==> config.mk <==
export PLATFORM = sky130hd
export DESIGN_NAME = power_mode_clock_control
export DESIGN_NICKNAME = d
export VERILOG_FILES = /design/src/hw/power_mode_clock_pkg.sv /design/src/hw/clk_div_if.sv /design/src/hw/power_mode_clock_control.sv /design/src/hw/system_clock_prescaler.sv
export SDC_FILE = /design/constraint.sdc
export NUM_CORES = 1
export LEC_CHECK = 0
export BUFFER_PORTS_ARGS = -buffer_cell sky130_fd_sc_hd__buf_2
export CORE_MARGIN = 5
export CORE_UTILIZATION = 25
export CTS_CLUSTER_SIZE = 24
export DETAILED_ROUTE_END_ITERATION = 7
export PLACE_DENSITY_LB_ADDON = 0.08
export SYNTH_ARGS = -nofsm -noshare
export SYNTH_HDL_FRONTEND = slang
export SYNTH_SLANG_ARGS = --single-unit
==> constraint.sdc <==
create_clock -name pclk -period 1.9 [get_ports pclk]
set_input_delay 0.19 -clock pclk [delete_from_list [all_inputs] [get_ports pclk]]
set_output_delay 0.19 -clock pclk [all_outputs]
set_load 0.02 [all_outputs]
==> src/hw/power_mode_clock_pkg.sv <==
// Shared constants and types for the power mode and clock controller.
// Assumes APB byte addressing with one 32-bit word per register index.
package power_mode_clock_pkg;

  localparam int unsigned ADDR_W = 12;

  // Register indices; the byte address is four times the index.
  localparam logic [7:0] PMC_IDX = 8'h87;
  localparam logic [7:0] CSC_IDX = 8'hD8;
  localparam logic [7:0] AUXILIARY_CONTROL_TWO_IDX = 8'hF7;
  localparam logic [ADDR_W-1:0] PMC_ADDR = {2'h0, PMC_IDX, 2'h0};
  localparam logic [ADDR_W-1:0] CSC_ADDR = {2'h0, CSC_IDX, 2'h0};
  localparam logic [ADDR_W-1:0] AUXILIARY_CONTROL_TWO_ADDR = {2'h0, AUXILIARY_CONTROL_TWO_IDX, 2'h0};
  localparam logic [ADDR_W-1:0] IRQ_EN_ADDR = 12'h400;
  localparam logic [ADDR_W-1:0] IRQ_FLAG_ADDR = 12'h404;

  // power_mode_control fields.
  localparam int unsigned PMC_IDLE_BIT = 0;
  localparam int unsigned PMC_PD_BIT = 1;
  localparam logic [7:0] PMC_RESET = 8'h00;
  localparam logic [7:0] PMC_WMASK = 8'h8F;

  // clock_source_config fields.
  localparam int unsigned CSC_SLOW_TYPE_BIT = 7;
  localparam int unsigned CSC_FAST_TYPE_BIT = 6;
  localparam int unsigned CSC_SLOW_STOP_BIT = 5;
  localparam int unsigned CSC_PERIPH_GATE_BIT = 4;
  localparam int unsigned CSC_FAST_STOP_BIT = 3;
  localparam int unsigned CSC_FAST_SEL_BIT = 2;
  localparam int unsigned CSC_DIV_LSB = 0;
  localparam logic [7:0] CSC_RESET = 8'h23;

  // auxiliary_control_two fields; bit 3 is reserved and reads zero.
  localparam int unsigned AUXILIARY_CONTROL_TWO_BANDGAP_BIT = 4;
  localparam logic [7:0] AUXILIARY_CONTROL_TWO_RESET = 8'h06;
  localparam logic [7:0] AUXILIARY_CONTROL_TWO_WMASK = 8'hF7;

  // Interrupt sources, in flag and enable bit order.
  localparam int unsigned NUM_SRC = 12;
  localparam int unsigned SRC_INT0 = 0;
  localparam int unsigned SRC_TIMER0 = 1;
  localparam int unsigned SRC_INT1 = 2;
  localparam int unsigned SRC_TIMER1 = 3;
  localparam int unsigned SRC_UART1 = 4;
  localparam int unsigned SRC_TIMER2 = 5;
  localparam int unsigned SRC_TIMER3 = 6;
  localparam int unsigned SRC_PORT1 = 7;
  localparam int unsigned SRC_INT2 = 8;
  localparam int unsigned SRC_ADC = 9;
  localparam int unsigned SRC_SPI = 10;
  localparam int unsigned SRC_UART2 = 11;
  localparam int unsigned P1_MASK_LSB = 16;

  // System clock divider codes and settle bound in clock cycles.
  localparam logic [1:0] DIV_16 = 2'h0;
  localparam logic [1:0] DIV_4 = 2'h1;
  localparam logic [1:0] DIV_2 = 2'h2;
  localparam logic [1:0] DIV_1 = 2'h3;
  localparam int unsigned DIV_SETTLE_CYC = 16;

  typedef enum logic [3:0] {
    MODE_RUN = 4'h1,
    MODE_IDLE = 4'h2,
    MODE_STOP = 4'h4,
    MODE_HALT = 4'h8
  } power_mode_t;

endpackage : power_mode_clock_pkg

==> src/hw/clk_div_if.sv <==
// Link between the mode controller and the system clock prescaler.
// Assumes both ends share pclk.
`timescale 1ns/1ps
interface clk_div_if;
  logic [1:0] divider;
  logic run;
  logic tick;
  modport ctrl (output divider, output run, input tick);
  modport divider_end (input divider, input run, output tick);
endinterface : clk_div_if

==> src/hw/power_mode_clock_control.sv <==
// Operating mode and system clock controller with APB registers.
// Assumes one 10 MHz clock, asynchronous pins and same-clock event pulses.
// What this block does
// RQ1 - Fast select runs core on fast clock.
// RQ2 - Idle request bit enters Idle.
// RQ3 - Idle stops core, peripherals keep clock.
// RQ4 - Peripheral gate leaves only Timer3 and pins.
// RQ5 - Idle ends on any enabled interrupt.
// RQ6 - Power-down enters Stop or Halt.
// RQ7 - Stop keeps only an enabled watchdog.
// RQ8 - Stop ends only on pin or Port1 wake.
// RQ9 - Halt keeps enabled Timer3 and watchdog.
// RQ10 - Halt ends on pin, Port1 or Timer3.
// RQ11 - No Stop while enabled pin low.
// RQ12 - Divider code sets system clock ratio.
// RQ13 - Idle wakes on any, Stop on pins and Port1.
// RQ14 - Events set flags regardless of enable.
// RQ15 - Stop wake sources are pins and Port1.
// RQ16 - Software changes slow type in Fast.
// RQ17 - Software changes fast type in Slow.
// RQ18 - Fast stop bit writable only in Slow.
// RQ19 - Source select locked while fast stopped.
// RQ20 - Wake clears idle and power-down bits.
`timescale 1ns/1ps
module power_mode_clock_control
  import power_mode_clock_pkg::*;
(
  input wire logic pclk,
  input wire logic presetn,
  input wire logic psel,
  input wire logic penable,
  input wire logic pwrite,
  input wire logic [ADDR_W-1:0] paddr,
  input wire logic [31:0] pwdata,
  output logic [31:0] prdata,
  output logic pready,
  output logic pslverr,
  input wire logic [2:0] ext_int_n,
  input wire logic [7:0] port1_pin,
  input wire logic [NUM_SRC-1:0] periph_event,
  input wire logic wdt_enable,
  input wire logic timer3_enable,
  output logic cpu_clock_on,
  output logic periph_clock_on,
  output logic timer3_clock_on,
  output logic wdt_clock_on,
  output logic fast_osc_on,
  output logic slow_osc_on,
  output logic fast_clock_selected,
  output logic fast_osc_type,
  output logic slow_osc_type,
  output logic sys_clk_tick,
  output logic irq_pending,
  output logic wake_pulse,
  output logic bandgap_output_enable
);

  clk_div_if dv ();

  power_mode_t mode_r, mode_nxt;
  logic [7:0] pmc_r, pmc_nxt;
  logic [7:0] csc_r, csc_nxt;
  logic [7:0] auxiliary_control_two_r, auxiliary_control_two_nxt;
  logic [31:0] irq_en_r, irq_en_nxt;
  logic [NUM_SRC-1:0] flag_r, flag_nxt;
  logic [10:0] sync1_r, sync2_r, prev_r;
  logic [31:0] prdata_nxt;
  logic pslverr_nxt;
  logic cpu_on_nxt, periph_on_nxt, t3_on_nxt, wdt_on_nxt;
  logic fast_on_nxt, slow_on_nxt, irq_nxt, wake_nxt;
  logic [NUM_SRC-1:0] event_in, enabled;
  logic [2:0] pin_low, pin_fall;
  logic [7:0] p1_change;
  logic wr, setup, pmc_wr, stop_refused, idle_wake, stop_wake, halt_wake;

  function automatic logic reg_hit(input logic [ADDR_W-1:0] addr,
                                   input logic [ADDR_W-1:0] target);
    reg_hit = (addr == target);
  endfunction : reg_hit

  system_clock_prescaler u_prescaler (
    .pclk(pclk),
    .presetn(presetn),
    .dv(dv.divider_end)
  );

  assign dv.divider = csc_r[CSC_DIV_LSB +: 2]; // RQ12
  assign dv.run = (mode_r == MODE_RUN) || (mode_r == MODE_IDLE);
  assign sys_clk_tick = dv.tick;
  assign pready = 1'b1;
  assign fast_clock_selected = csc_r[CSC_FAST_SEL_BIT]; // RQ1
  assign fast_osc_type = csc_r[CSC_FAST_TYPE_BIT];
  assign slow_osc_type = csc_r[CSC_SLOW_TYPE_BIT];
  assign bandgap_output_enable = auxiliary_control_two_r[AUXILIARY_CONTROL_TWO_BANDGAP_BIT];

  // Pins pass two flops; only the second stage and its delayed copy are read.
  always_comb
  begin
    pin_low = ~sync2_r[2:0];
    pin_fall = prev_r[2:0] & ~sync2_r[2:0];
    p1_change = (sync2_r[10:3] ^ prev_r[10:3])
      & irq_en_r[P1_MASK_LSB +: 8];
    event_in = periph_event;
    event_in[SRC_INT0] = pin_fall[0];
    event_in[SRC_INT1] = pin_fall[1];
    event_in[SRC_INT2] = pin_fall[2];
    event_in[SRC_PORT1] = |p1_change;
  end

  always_comb
  begin
    wr = psel && penable && pwrite;
    setup = psel && !penable;
    pmc_wr = wr && reg_hit(paddr, PMC_ADDR) && (mode_r == MODE_RUN);
    enabled = flag_r & irq_en_r[NUM_SRC-1:0];
    idle_wake = |enabled; // RQ5 RQ13
    stop_wake = enabled[SRC_INT0] || enabled[SRC_INT1] // RQ15
      || enabled[SRC_INT2] || flag_r[SRC_PORT1];
    halt_wake = stop_wake || enabled[SRC_TIMER3]; // RQ10
    stop_refused = |(pin_low & {irq_en_r[SRC_INT2], // RQ11
      irq_en_r[SRC_INT1], irq_en_r[SRC_INT0]});
  end

  // Set wins over a write-one clear in the same cycle.
  for (genvar i = 0; i < NUM_SRC; i++)
  begin : g_flag
    always_comb
    begin
      flag_nxt[i] = event_in[i] // RQ14
        || (flag_r[i] && !(wr && reg_hit(paddr, IRQ_FLAG_ADDR)
        && pwdata[i]));
    end
  end

  always_comb
  begin
    mode_nxt = mode_r;
    pmc_nxt = pmc_r;
    csc_nxt = csc_r;
    auxiliary_control_two_nxt = auxiliary_control_two_r;
    irq_en_nxt = irq_en_r;
    if (pmc_wr)
    begin
      pmc_nxt = pwdata[7:0] & PMC_WMASK;
      if (pwdata[PMC_PD_BIT])
      begin
        if (!csc_r[CSC_SLOW_STOP_BIT])
          mode_nxt = MODE_HALT; // RQ6 RQ9
        else if (stop_refused)
          pmc_nxt[PMC_PD_BIT] = 1'b0; // RQ11
        else
          mode_nxt = MODE_STOP; // RQ6 RQ7
        pmc_nxt[PMC_IDLE_BIT] = 1'b0;
      end
      else if (pwdata[PMC_IDLE_BIT])
        mode_nxt = MODE_IDLE; // RQ2
    end
    case (mode_r)
      MODE_RUN: ;
      MODE_IDLE:
        if (idle_wake)
          mode_nxt = MODE_RUN; // RQ5
      MODE_STOP:
        if (stop_wake)
          mode_nxt = MODE_RUN; // RQ8
      MODE_HALT:
        if (halt_wake)
          mode_nxt = MODE_RUN; // RQ10
      default:
        mode_nxt = MODE_RUN;
    endcase
    if (mode_r != MODE_RUN && mode_nxt == MODE_RUN)
      pmc_nxt[PMC_PD_BIT:PMC_IDLE_BIT] = 2'h0; // RQ20
    if (wr && reg_hit(paddr, CSC_ADDR))
    begin
      // Type bits are stored as written; software keeps to the right mode.
      csc_nxt[CSC_SLOW_TYPE_BIT] = pwdata[CSC_SLOW_TYPE_BIT]; // RQ16
      csc_nxt[CSC_FAST_TYPE_BIT] = pwdata[CSC_FAST_TYPE_BIT]; // RQ17
      csc_nxt[CSC_SLOW_STOP_BIT] = pwdata[CSC_SLOW_STOP_BIT];
      csc_nxt[CSC_PERIPH_GATE_BIT] = pwdata[CSC_PERIPH_GATE_BIT];
      if (!csc_r[CSC_FAST_SEL_BIT])
        csc_nxt[CSC_FAST_STOP_BIT] = pwdata[CSC_FAST_STOP_BIT]; // RQ18
      if (!csc_r[CSC_FAST_STOP_BIT])
        csc_nxt[CSC_FAST_SEL_BIT] = pwdata[CSC_FAST_SEL_BIT]; // RQ19
      csc_nxt[CSC_DIV_LSB +: 2] = pwdata[CSC_DIV_LSB +: 2]; // RQ12
    end
    if (wr && reg_hit(paddr, AUXILIARY_CONTROL_TWO_ADDR))
      auxiliary_control_two_nxt = pwdata[7:0] & AUXILIARY_CONTROL_TWO_WMASK;
    if (wr && reg_hit(paddr, IRQ_EN_ADDR))
      irq_en_nxt = {8'h00, pwdata[P1_MASK_LSB +: 8], 4'h0,
        pwdata[NUM_SRC-1:0]};
  end

  // Clock gate levels are registered so they never glitch on a decode.
  always_comb
  begin
    cpu_on_nxt = (mode_nxt == MODE_RUN); // RQ3
    periph_on_nxt = (mode_nxt == MODE_RUN) || ((mode_nxt == MODE_IDLE)
      && !csc_nxt[CSC_PERIPH_GATE_BIT]); // RQ4
    t3_on_nxt = (mode_nxt == MODE_RUN) || (mode_nxt == MODE_IDLE)
      || ((mode_nxt == MODE_HALT) && timer3_enable); // RQ9
    wdt_on_nxt = wdt_enable; // RQ7
    fast_on_nxt = !csc_nxt[CSC_FAST_STOP_BIT] // RQ18
      && ((mode_nxt == MODE_RUN) || (mode_nxt == MODE_IDLE));
    slow_on_nxt = (mode_nxt == MODE_RUN) || (mode_nxt == MODE_IDLE)
      || ((mode_nxt == MODE_HALT) && (timer3_enable || wdt_enable));
    irq_nxt = |(flag_nxt & irq_en_nxt[NUM_SRC-1:0]);
    wake_nxt = (mode_r != MODE_RUN) && (mode_nxt == MODE_RUN);
  end

  // Read data is captured in the setup phase so it leaves a flop.
  always_comb
  begin
    prdata_nxt = prdata;
    pslverr_nxt = pslverr;
    if (setup)
    begin
      pslverr_nxt = 1'b0;
      if (reg_hit(paddr, PMC_ADDR))
        prdata_nxt = {24'h000000, pmc_r};
      else if (reg_hit(paddr, CSC_ADDR))
        prdata_nxt = {24'h000000, csc_r};
      else if (reg_hit(paddr, AUXILIARY_CONTROL_TWO_ADDR))
        prdata_nxt = {24'h000000, auxiliary_control_two_r};
      else if (reg_hit(paddr, IRQ_EN_ADDR))
        prdata_nxt = irq_en_r;
      else if (reg_hit(paddr, IRQ_FLAG_ADDR))
        prdata_nxt = {20'h00000, flag_r};
      else
      begin
        prdata_nxt = 32'h00000000;
        pslverr_nxt = 1'b1;
      end
    end
  end

  always_ff @(posedge pclk or negedge presetn)
  begin
    if (!presetn)
    begin
      mode_r <= MODE_RUN;
      pmc_r <= PMC_RESET;
      csc_r <= CSC_RESET;
      auxiliary_control_two_r <= AUXILIARY_CONTROL_TWO_RESET;
      irq_en_r <= 32'h00000000;
      flag_r <= '0;
      sync1_r <= 11'h7FF;
      sync2_r <= 11'h7FF;
      prev_r <= 11'h7FF;
      prdata <= 32'h00000000;
      pslverr <= 1'b0;
      cpu_clock_on <= 1'b1;
      periph_clock_on <= 1'b1;
      timer3_clock_on <= 1'b1;
      wdt_clock_on <= 1'b0;
      fast_osc_on <= 1'b1;
      slow_osc_on <= 1'b1;
      irq_pending <= 1'b0;
      wake_pulse <= 1'b0;
    end
    else
    begin
      mode_r <= mode_nxt;
      pmc_r <= pmc_nxt;
      csc_r <= csc_nxt;
      auxiliary_control_two_r <= auxiliary_control_two_nxt;
      irq_en_r <= irq_en_nxt;
      flag_r <= flag_nxt;
      sync1_r <= {port1_pin, ext_int_n};
      sync2_r <= sync1_r;
      prev_r <= sync2_r;
      prdata <= prdata_nxt;
      pslverr <= pslverr_nxt;
      cpu_clock_on <= cpu_on_nxt;
      periph_clock_on <= periph_on_nxt;
      timer3_clock_on <= t3_on_nxt;
      wdt_clock_on <= wdt_on_nxt;
      fast_osc_on <= fast_on_nxt;
      slow_osc_on <= slow_on_nxt;
      irq_pending <= irq_nxt;
      wake_pulse <= wake_nxt;
    end
  end
endmodule : power_mode_clock_control

==> src/hw/system_clock_prescaler.sv <==
// System clock prescaler producing a one-cycle enable per divided period.
// Assumes the divider setting arrives from registers on the same clock.
`timescale 1ns/1ps
module system_clock_prescaler
  import power_mode_clock_pkg::*;
(
  input wire logic pclk,
  input wire logic presetn,
  clk_div_if.divider_end dv
);

  logic [3:0] cnt_r;
  logic [3:0] cnt_nxt;
  logic [3:0] mask;

  function automatic logic [3:0] div_mask(input logic [1:0] code);
    case (code)
      DIV_16: div_mask = 4'hF;
      DIV_4: div_mask = 4'h3;
      DIV_2: div_mask = 4'h1;
      default: div_mask = 4'h0;
    endcase
  endfunction : div_mask

  // A new code is used at once, which is well inside the settle bound.
  always_comb
  begin
    mask = div_mask(dv.divider);
    dv.tick = dv.run && ((cnt_r & mask) == mask); // RQ12
    cnt_nxt = dv.run ? cnt_r + 4'h1 : cnt_r;
  end

  always_ff @(posedge pclk or negedge presetn)
  begin
    if (!presetn)
      cnt_r <= 4'h0;
    else
      cnt_r <= cnt_nxt;
  end
endmodule : system_clock_prescaler

==> impl_metrics.json, run 1 <==
{
  "post-place-ws_ns": -0.607,
  "initial_utilization_pct": 25.3,
  "antenna_found_initial": 1,
  "cts_sinks": 122,
  "htree_levels": 4,
  "finalNetCount": 691,
  "syn-instance-count": 445,
  "fill_cells": 2122,
  "leakagePower_nw": 3.42,
  "ctsLongestPathBuffers": 2,
  "cts_root_buf": "clkbuf_16",
  "num_vias": 3959,
  "io_buffers": 91,
  "hold_path.class": "input port to flip-flop",
  "p_per_area_nw_per_um2": 885,
  "worstSkewPairLatency_ns": 0.42,
  "crit_family": "simple AND/OR/NAND/NOR gates",
  "core-area_um2": 21000,
  "io_pins": 121,
  "drtIter0Drc": 172,
  "vdd_ir_drop_max_v": 0.000557,
  "layout_setup_ws_ns": -0.0841,
  "rsz0062_at_grt": "true",
  "worst_slew_pin_slew_ns": 0.645,
  "cap_violations": 0,
  "regToRegSetupSlack_ns": 0.02,
  "wl_um": 15400,
  "postRouteAntennaNets": 0,
  "reg2reg_from": "flag_r[0]",
  "chipHeight_um": 156,
  "dieArea_um2": 24200,
  "min_path_cells": 2,
  "max_stage_delay_ns": 0.59,
  "cp_cell_sequence": "buf_6 > or4_4 > buf_6 > or4_4 > o21ai_2 > o21ai_2 > a222oi_1 > nand4_1",
  "worst-path-buf-inv": 2,
  "worstPathRequired_ns": 2.18,
  "die_x_um": 156,
  "post_drt_wl_per_cell_um": 17.0,
  "place_congestion": 0.842,
  "finalSetupViolCount": 1,
  "cts_buffers": 17,
  "drc": 0,
  "synth-main-ff-cell": "dfrtp_1",
  "fmax_mhz": 504,
  "rows": 53,
  "grt_pass1_vias": 4229,
  "slew_violations": 0,
  "drt-pass1-iter-count": 4,
  "hpwl_um": 11400,
  "status": "complete, but fails checks",
  "fin_skew_ns": 0.00950,
  "period_share_pct": 104,
  "crit_type": "input port to flip-flop",
  "ys_types": 57,
  "ys_ff_latch": 122,
  "rr_worst_depth": 7,
  "fin_crit_ns": 1.98,
  "violations": "setup timing",
  "min_to": "flag_r[5]",
  "cp-end-kind": "flip-flop",
  "drive_above_1_share_pct": 49.1,
  "layout_common_cells": "87 x buf_2, 76 x dfrtp_1, 49 x nand2_1, 49 x buf_4, 44 x dfstp_2",
  "synth_edf_count": 0,
  "track_usage_pct": 13.1,
  "reg2reg_to": "slow_osc_on",
  "netlist_area_um2": 5310,
  "final_common_cell": "buf_2",
  "clkSlewWorstSetupHoldPaths_ns": 0.06,
  "cpMaxStageDelayCell": "or4_4",
  "crit_path_start_kind": "input port",
  "hp-start": "periph_event[5]",
  "slew_headroom_pct": 57.0,
  "ys_async_sr_fraction_pct": 100,
  "syn_area_per_cell_um2": 11.9,
  "hold_viol": 0,
  "cts_tree": "yes",
  "avgViaCountPerCell": 4.38,
  "syn_to_final_growth_pct": 41.0,
  "total_power_mw": 6.62,
  "grt_pass1_wl_um": 24100,
  "seq_area_frac_synth_pct": 58.6,
  "grt_overflow_total": 0,
  "critPathArrivalTime_ns": 2.27,
  "grt_max_degree": 71,
  "antennaDiodeCount": 0,
  "yosys_warnings": 0,
  "crit_fanout": 4
}
==> kinds of logic (layout without fill, tap and decap cells) <==
| group | after synthesis | in the layout | share of synthesized area, % |
|---|---|---|---|
| buf+inv | 44 | 217 | 4.48 |
| mux | 45 | 45 | 9.36 |
| other cells | 2 | 13 | 0.141 |
| compound gates | 80 | 80 | 10.6 |
| simple gates | 139 | 139 | 14.7 |
| fa+ha+maj | 1 | 1 | 0.236 |
| flops | 122 | 122 | 58.6 |
| xor+xnor | 12 | 12 | 1.98 |
==> worst max path at each step <==
stage	startpoint	to	slack [ns]	cells after the start
final	paddr[0]	irq_pending	-0.08	8
after global routing	paddr[0]	irq_pending	-0.13	8
after CTS	paddr[0]	irq_pending	-0.07	8
after detailed placement	paddr[7]	irq_pending	-0.61	7
after global placement	paddr[7]	irq_pending	-0.53	7
after floorplan	paddr[3]	irq_pending	-0.44	7
==> through the flow <==
stage	setup TNS, ns	util [%]	hold WS, ns	std cells	cell area (µm²)
2_1_floorplan	-4.92	-	-0.106	456	5450
3_3_place_gp	-15.10	30.8	0.225	844	6450
3_5_place_dp	-16.27	30.8	0.221	844	6450
4_1_cts	-0.0819	35.2	0.00298	901	7380
5_1_grt	-0.286	35.7	0.00398	904	7480
6_report	-0.0841	35.7	0.0165	904	7480
==> cell usage after synthesis, drive strengths merged (2+ instances only) <==
cell	instances	area, µm²
xor2	9	78.8
mux2	37	417
nand4b	2	17.5
buf	20	148
nand3	13	65.1
nand2b	6	37.5
dfstp	44	1160
or3b	3	26.3
dfrtp	78	1950
a21oi	13	65.1
nor4	7	101
or2	7	43.8
nand2	51	191
a21o	3	22.5
mux2i	8	80.1
nand4	4	25.0
conb	2	7.51
nor3	5	35.0
o31ai	4	30.0
a222oi	5	50.1
a21boi	5	37.5
a221o	5	50.1
nor2b	4	25.0
inv	17	63.8
xnor2	3	26.3
nor2	24	92.6
o21ai	18	101
clkbuf	7	26.3
or4	4	37.5
o22ai	2	12.5
and2	4	25.0
a22oi	8	60.1
a31oi	10	68.8
==> power by group <==
group	leakage, nW	internal [mW]	total, mW	switching [mW]
registers	1.45	2.73	2.81	0.0764
logic	1.68	0.233	0.530	0.297
clock network	0.290	1.99	3.29	1.29
==> what timing repair did <==
item                       CTS  global route
resized for setup           17            16
pin swaps                   12             9
setup buffers                3             2
setup endpoints to repair   12            18
hold endpoints to repair   100             1
hold buffers                22             1
==> per-layer routing <==
layer  wire [µm]  track usage (%)
met1        6680             16.1
met2        7510             21.5
met3         856             4.30
met4         345             4.67
met5          13                0
==> state kept, by name, summed over array words and instances (netlist names) <==
register and cells:
irq_en_r 20, prdata 20, flag_r 12, prev_r 11, sync1_r 11, sync2_r 11
csc_r 8, auxiliary_control_two_r 7, pmc_r 5, mode_r 4, u_prescaler.cnt_r 4, cpu_clock_on 1
fast_osc_on 1, irq_pending 1, periph_clock_on 1, pslverr 1, slow_osc_on 1, timer3_clock_on 1
wake_pulse 1, wdt_clock_on 1
==> area by class of cell <==
cell class | instances | area, µm² | area share, %
Sequential cell | 122 | 3110 | 41.6
Multi-Input combinational cell | 290 | 2200 | 29.4
Timing Repair Buffer | 168 | 1160 | 15.5
Clock buffer | 18 | 439 | 5.87
Tap cell | 275 | 344 | 4.60
Clock inverter | 14 | 161 | 2.16
Inverter | 17 | 63.8 | 0.853
No activity file was read; power rests on OpenSTA's default activity.
==> inputs of run 2 (changes only) <==
==> constraint.sdc (replaced) <==
create_clock -name pclk -period 1.9 [get_ports pclk]
set_input_delay 0.19 -clock pclk [delete_from_list [all_inputs] [get_ports pclk]]
set_output_delay 0.19 -clock pclk [all_outputs]
set_load 0.005 [all_outputs]
==> run 2 against run 1 <==
The flow still finishes with violations (setup timing). Count of clock-buffer cells in the layout stayed put. Setup slack worse by 0.0042 ns. Die area stayed put. Sequential cell count stayed put. Utilization is 0.060 points lower. Routed wire length hardly changed. Global-route usage hardly changed. Power is 0.52% lower. First-iteration DRC count is 6.4% lower. Final area is 0.17% lower. Maximum frequency is 0.21% lower.
==> impl_metrics.json, run 2 (synthesis gave the netlist of run 1 again) <==
{
  "final_common_cell": "buf_2",
  "cts_buffers": 17,
  "final_util_pct": 35.6,
  "hpwl_um": 11400,
  "finalNetCount": 690,
  "worstSkewPairLatency_ns": 0.42,
  "cap_violations": 0,
  "ctsLongestPathBuffers": 2,
  "top_layer": "met5",
  "power_frac_comb_pct": 7.4,
  "max_stage_delay_ns": 0.59,
  "cts_sinks": 122,
  "drt-pass1-iter-count": 4,
  "core-area_um2": 21000,
  "num_vias": 3952,
  "routed-wl-met2_um": 7530,
  "cts_root_buf": "clkbuf_16",
  "track_usage_pct": 13.1,
  "drive_above_1_share_pct": 48.9,
  "fin_crit_ns": 1.99,
  "p_per_area_nw_per_um2": 882,
  "grt_max_degree": 71,
  "hold_viol": 0,
  "place_congestion": 0.842,
  "cp_cell_sequence": "buf_6 > or4_4 > buf_6 > or4_4 > o21ai_2 > o21ai_2 > a222oi_1 > nand4_1",
  "internal-power_mw": 4.96,
  "worst_slew_pin_slew_ns": 0.625,
  "cpMaxStageDelayCell": "or4_4",
  "drtIter0Drc": 161,
  "status": "complete, but fails checks",
  "hp-start": "pwdata[17]",
  "switching_share_pct": 24.8,
  "crit_type": "input port to flip-flop",
  "io_pins": 121,
  "htree_levels": 4,
  "syn_to_final_growth_pct": 40.7,
  "worst-path-buf-inv": 2,
  "fmax_mhz": 503,
  "reg2reg_from": "flag_r[0]",
  "grt_overflow_total": 0,
  "crit_fanout": 4,
  "grt_pass1_wl_um": 24100,
  "slew_headroom_pct": 58.3,
  "avgViaCountPerCell": 4.38,
  "clockPowerShare_pct": 50.0,
  "chipHeight_um": 156,
  "layout_setup_ws_ns": -0.0883,
  "post_drt_wl_per_cell_um": 17.1,
  "wl_um": 15400,
  "crit_family": "simple AND/OR/NAND/NOR gates",
  "drc": 0,
  "fin_area_um2": 7470,
  "antenna_found_initial": 1,
  "critPathLaunch": "paddr[0]",
  "post-place-ws_ns": -0.607,
  "power_switching_mw": 1.63,
  "period_share_pct": 105,
  "leakagePower_nw": 3.42,
  "top_regs": "irq_en_r x20, prdata x20, flag_r x12",
  "pwr-share-seq_pct": 42.6,
  "dieArea_um2": 24200,
  "postRouteAntennaNets": 0,
  "wl_met1_um": 6750,
  "clkSlewWorstSetupHoldPaths_ns": 0.06,
  "wl_met3_um": 794,
  "hold_path.class": "input port to flip-flop",
  "antennaDiodeCount": 0,
  "io_buffers": 91,
  "vdd_ir_drop_max_v": 0.000556,
  "worstPathRequired_ns": 2.18,
  "cts_tree": "yes",
  "cp-end-kind": "flip-flop",
  "grt_pass1_vias": 4222,
  "finalSetupViolCount": 1,
  "fill_cells": 2121,
  "rsz0062_at_grt": "true",
  "slew_violations": 0,
  "crit_path_start_kind": "input port",
  "layout_common_cells": "88 x buf_2, 76 x dfrtp_1, 50 x nand2_1, 47 x buf_4, 44 x dfstp_2",
  "placed_cell_area_um2": 6450,
  "fin_skew_ns": 0.00998,
  "critPathArrivalTime_ns": 2.27,
  "initial_utilization_pct": 25.3,
  "die_x_um": 156,
  "violations": "setup timing",
  "rows": 53
}
run 2: changes by cell type in the layout (fill, tap and decap cells not counted), sizes merged:
cell / delta
buf: -1
run 2: layer usage:
layer,vias to the layer above,global-route usage [%]
met5,-,0
met4,2,4.67
met3,18,4.30
met2,92,21.4
met1,1932,16.1
li1,1908,-
run 2: repair_timing:
item / 4_1_cts / 5_1_grt
buffers inserted: 2 / 2
hold buffers: 22 / 1
gates resized for setup: 17 / 14
pin swaps: 12 / 9
endpoints found under the hold margin: 100 / 1
endpoints found under the setup margin: 11 / 18
run 2: cell type report:
| class | instances | area, µm² | share of cell area (%) |
|---|---|---|---|
| flip-flops and latches | 122 | 3110 | 41.6 |
| multi-input cells | 290 | 2200 | 29.4 |
| repair buffers | 167 | 1150 | 15.4 |
| clock buffers | 18 | 439 | 5.88 |
| well taps | 275 | 344 | 4.61 |
| clock inverters | 14 | 161 | 2.16 |
| inverters | 17 | 63.8 | 0.854 |
run 2: power groups by stage:
stage / sequential, mW / combinational, mW / clock, mW
after floorplan: 2.84 / 0.223 / 0
after global placement: 2.85 / 0.434 / 0
after detailed placement: 2.85 / 0.442 / 0
after CTS: 2.81 / 0.486 / 3.40
after global routing: 2.82 / 0.549 / 3.52
final: 2.81 / 0.486 / 3.30
run 2: through the flow:
stage / hold slack, ns / TNS (ns) / cells / total power, mW
floorplan: -0.106 / -4.91 / 456 / 3.06
detailed placement: 0.221 / -16.27 / 844 / 3.29
global route: 0.00398 / -0.286 / 903 / 6.89
finish: 0.0178 / -0.0883 / 903 / 6.59
CTS: 0.00298 / -0.0884 / 900 / 6.70
global placement: 0.225 / -15.10 / 844 / 3.28
run 2: worst paths after layout:
check / depth (start not counted) / slack, ns / end
setup / recovery: 8 / -0.09 / irq_pending
hold / removal: 2 / 0.02 / irq_en_r[17]
setup reg to reg: 7 / 0.04 / slow_osc_on
hold reg to reg: 0 / 0.36 / sync2_r[3]
max in group asynchronous: 3 / 1.19 / sync2_r[7]
min in group asynchronous: 3 / 0.31 / prdata[6]
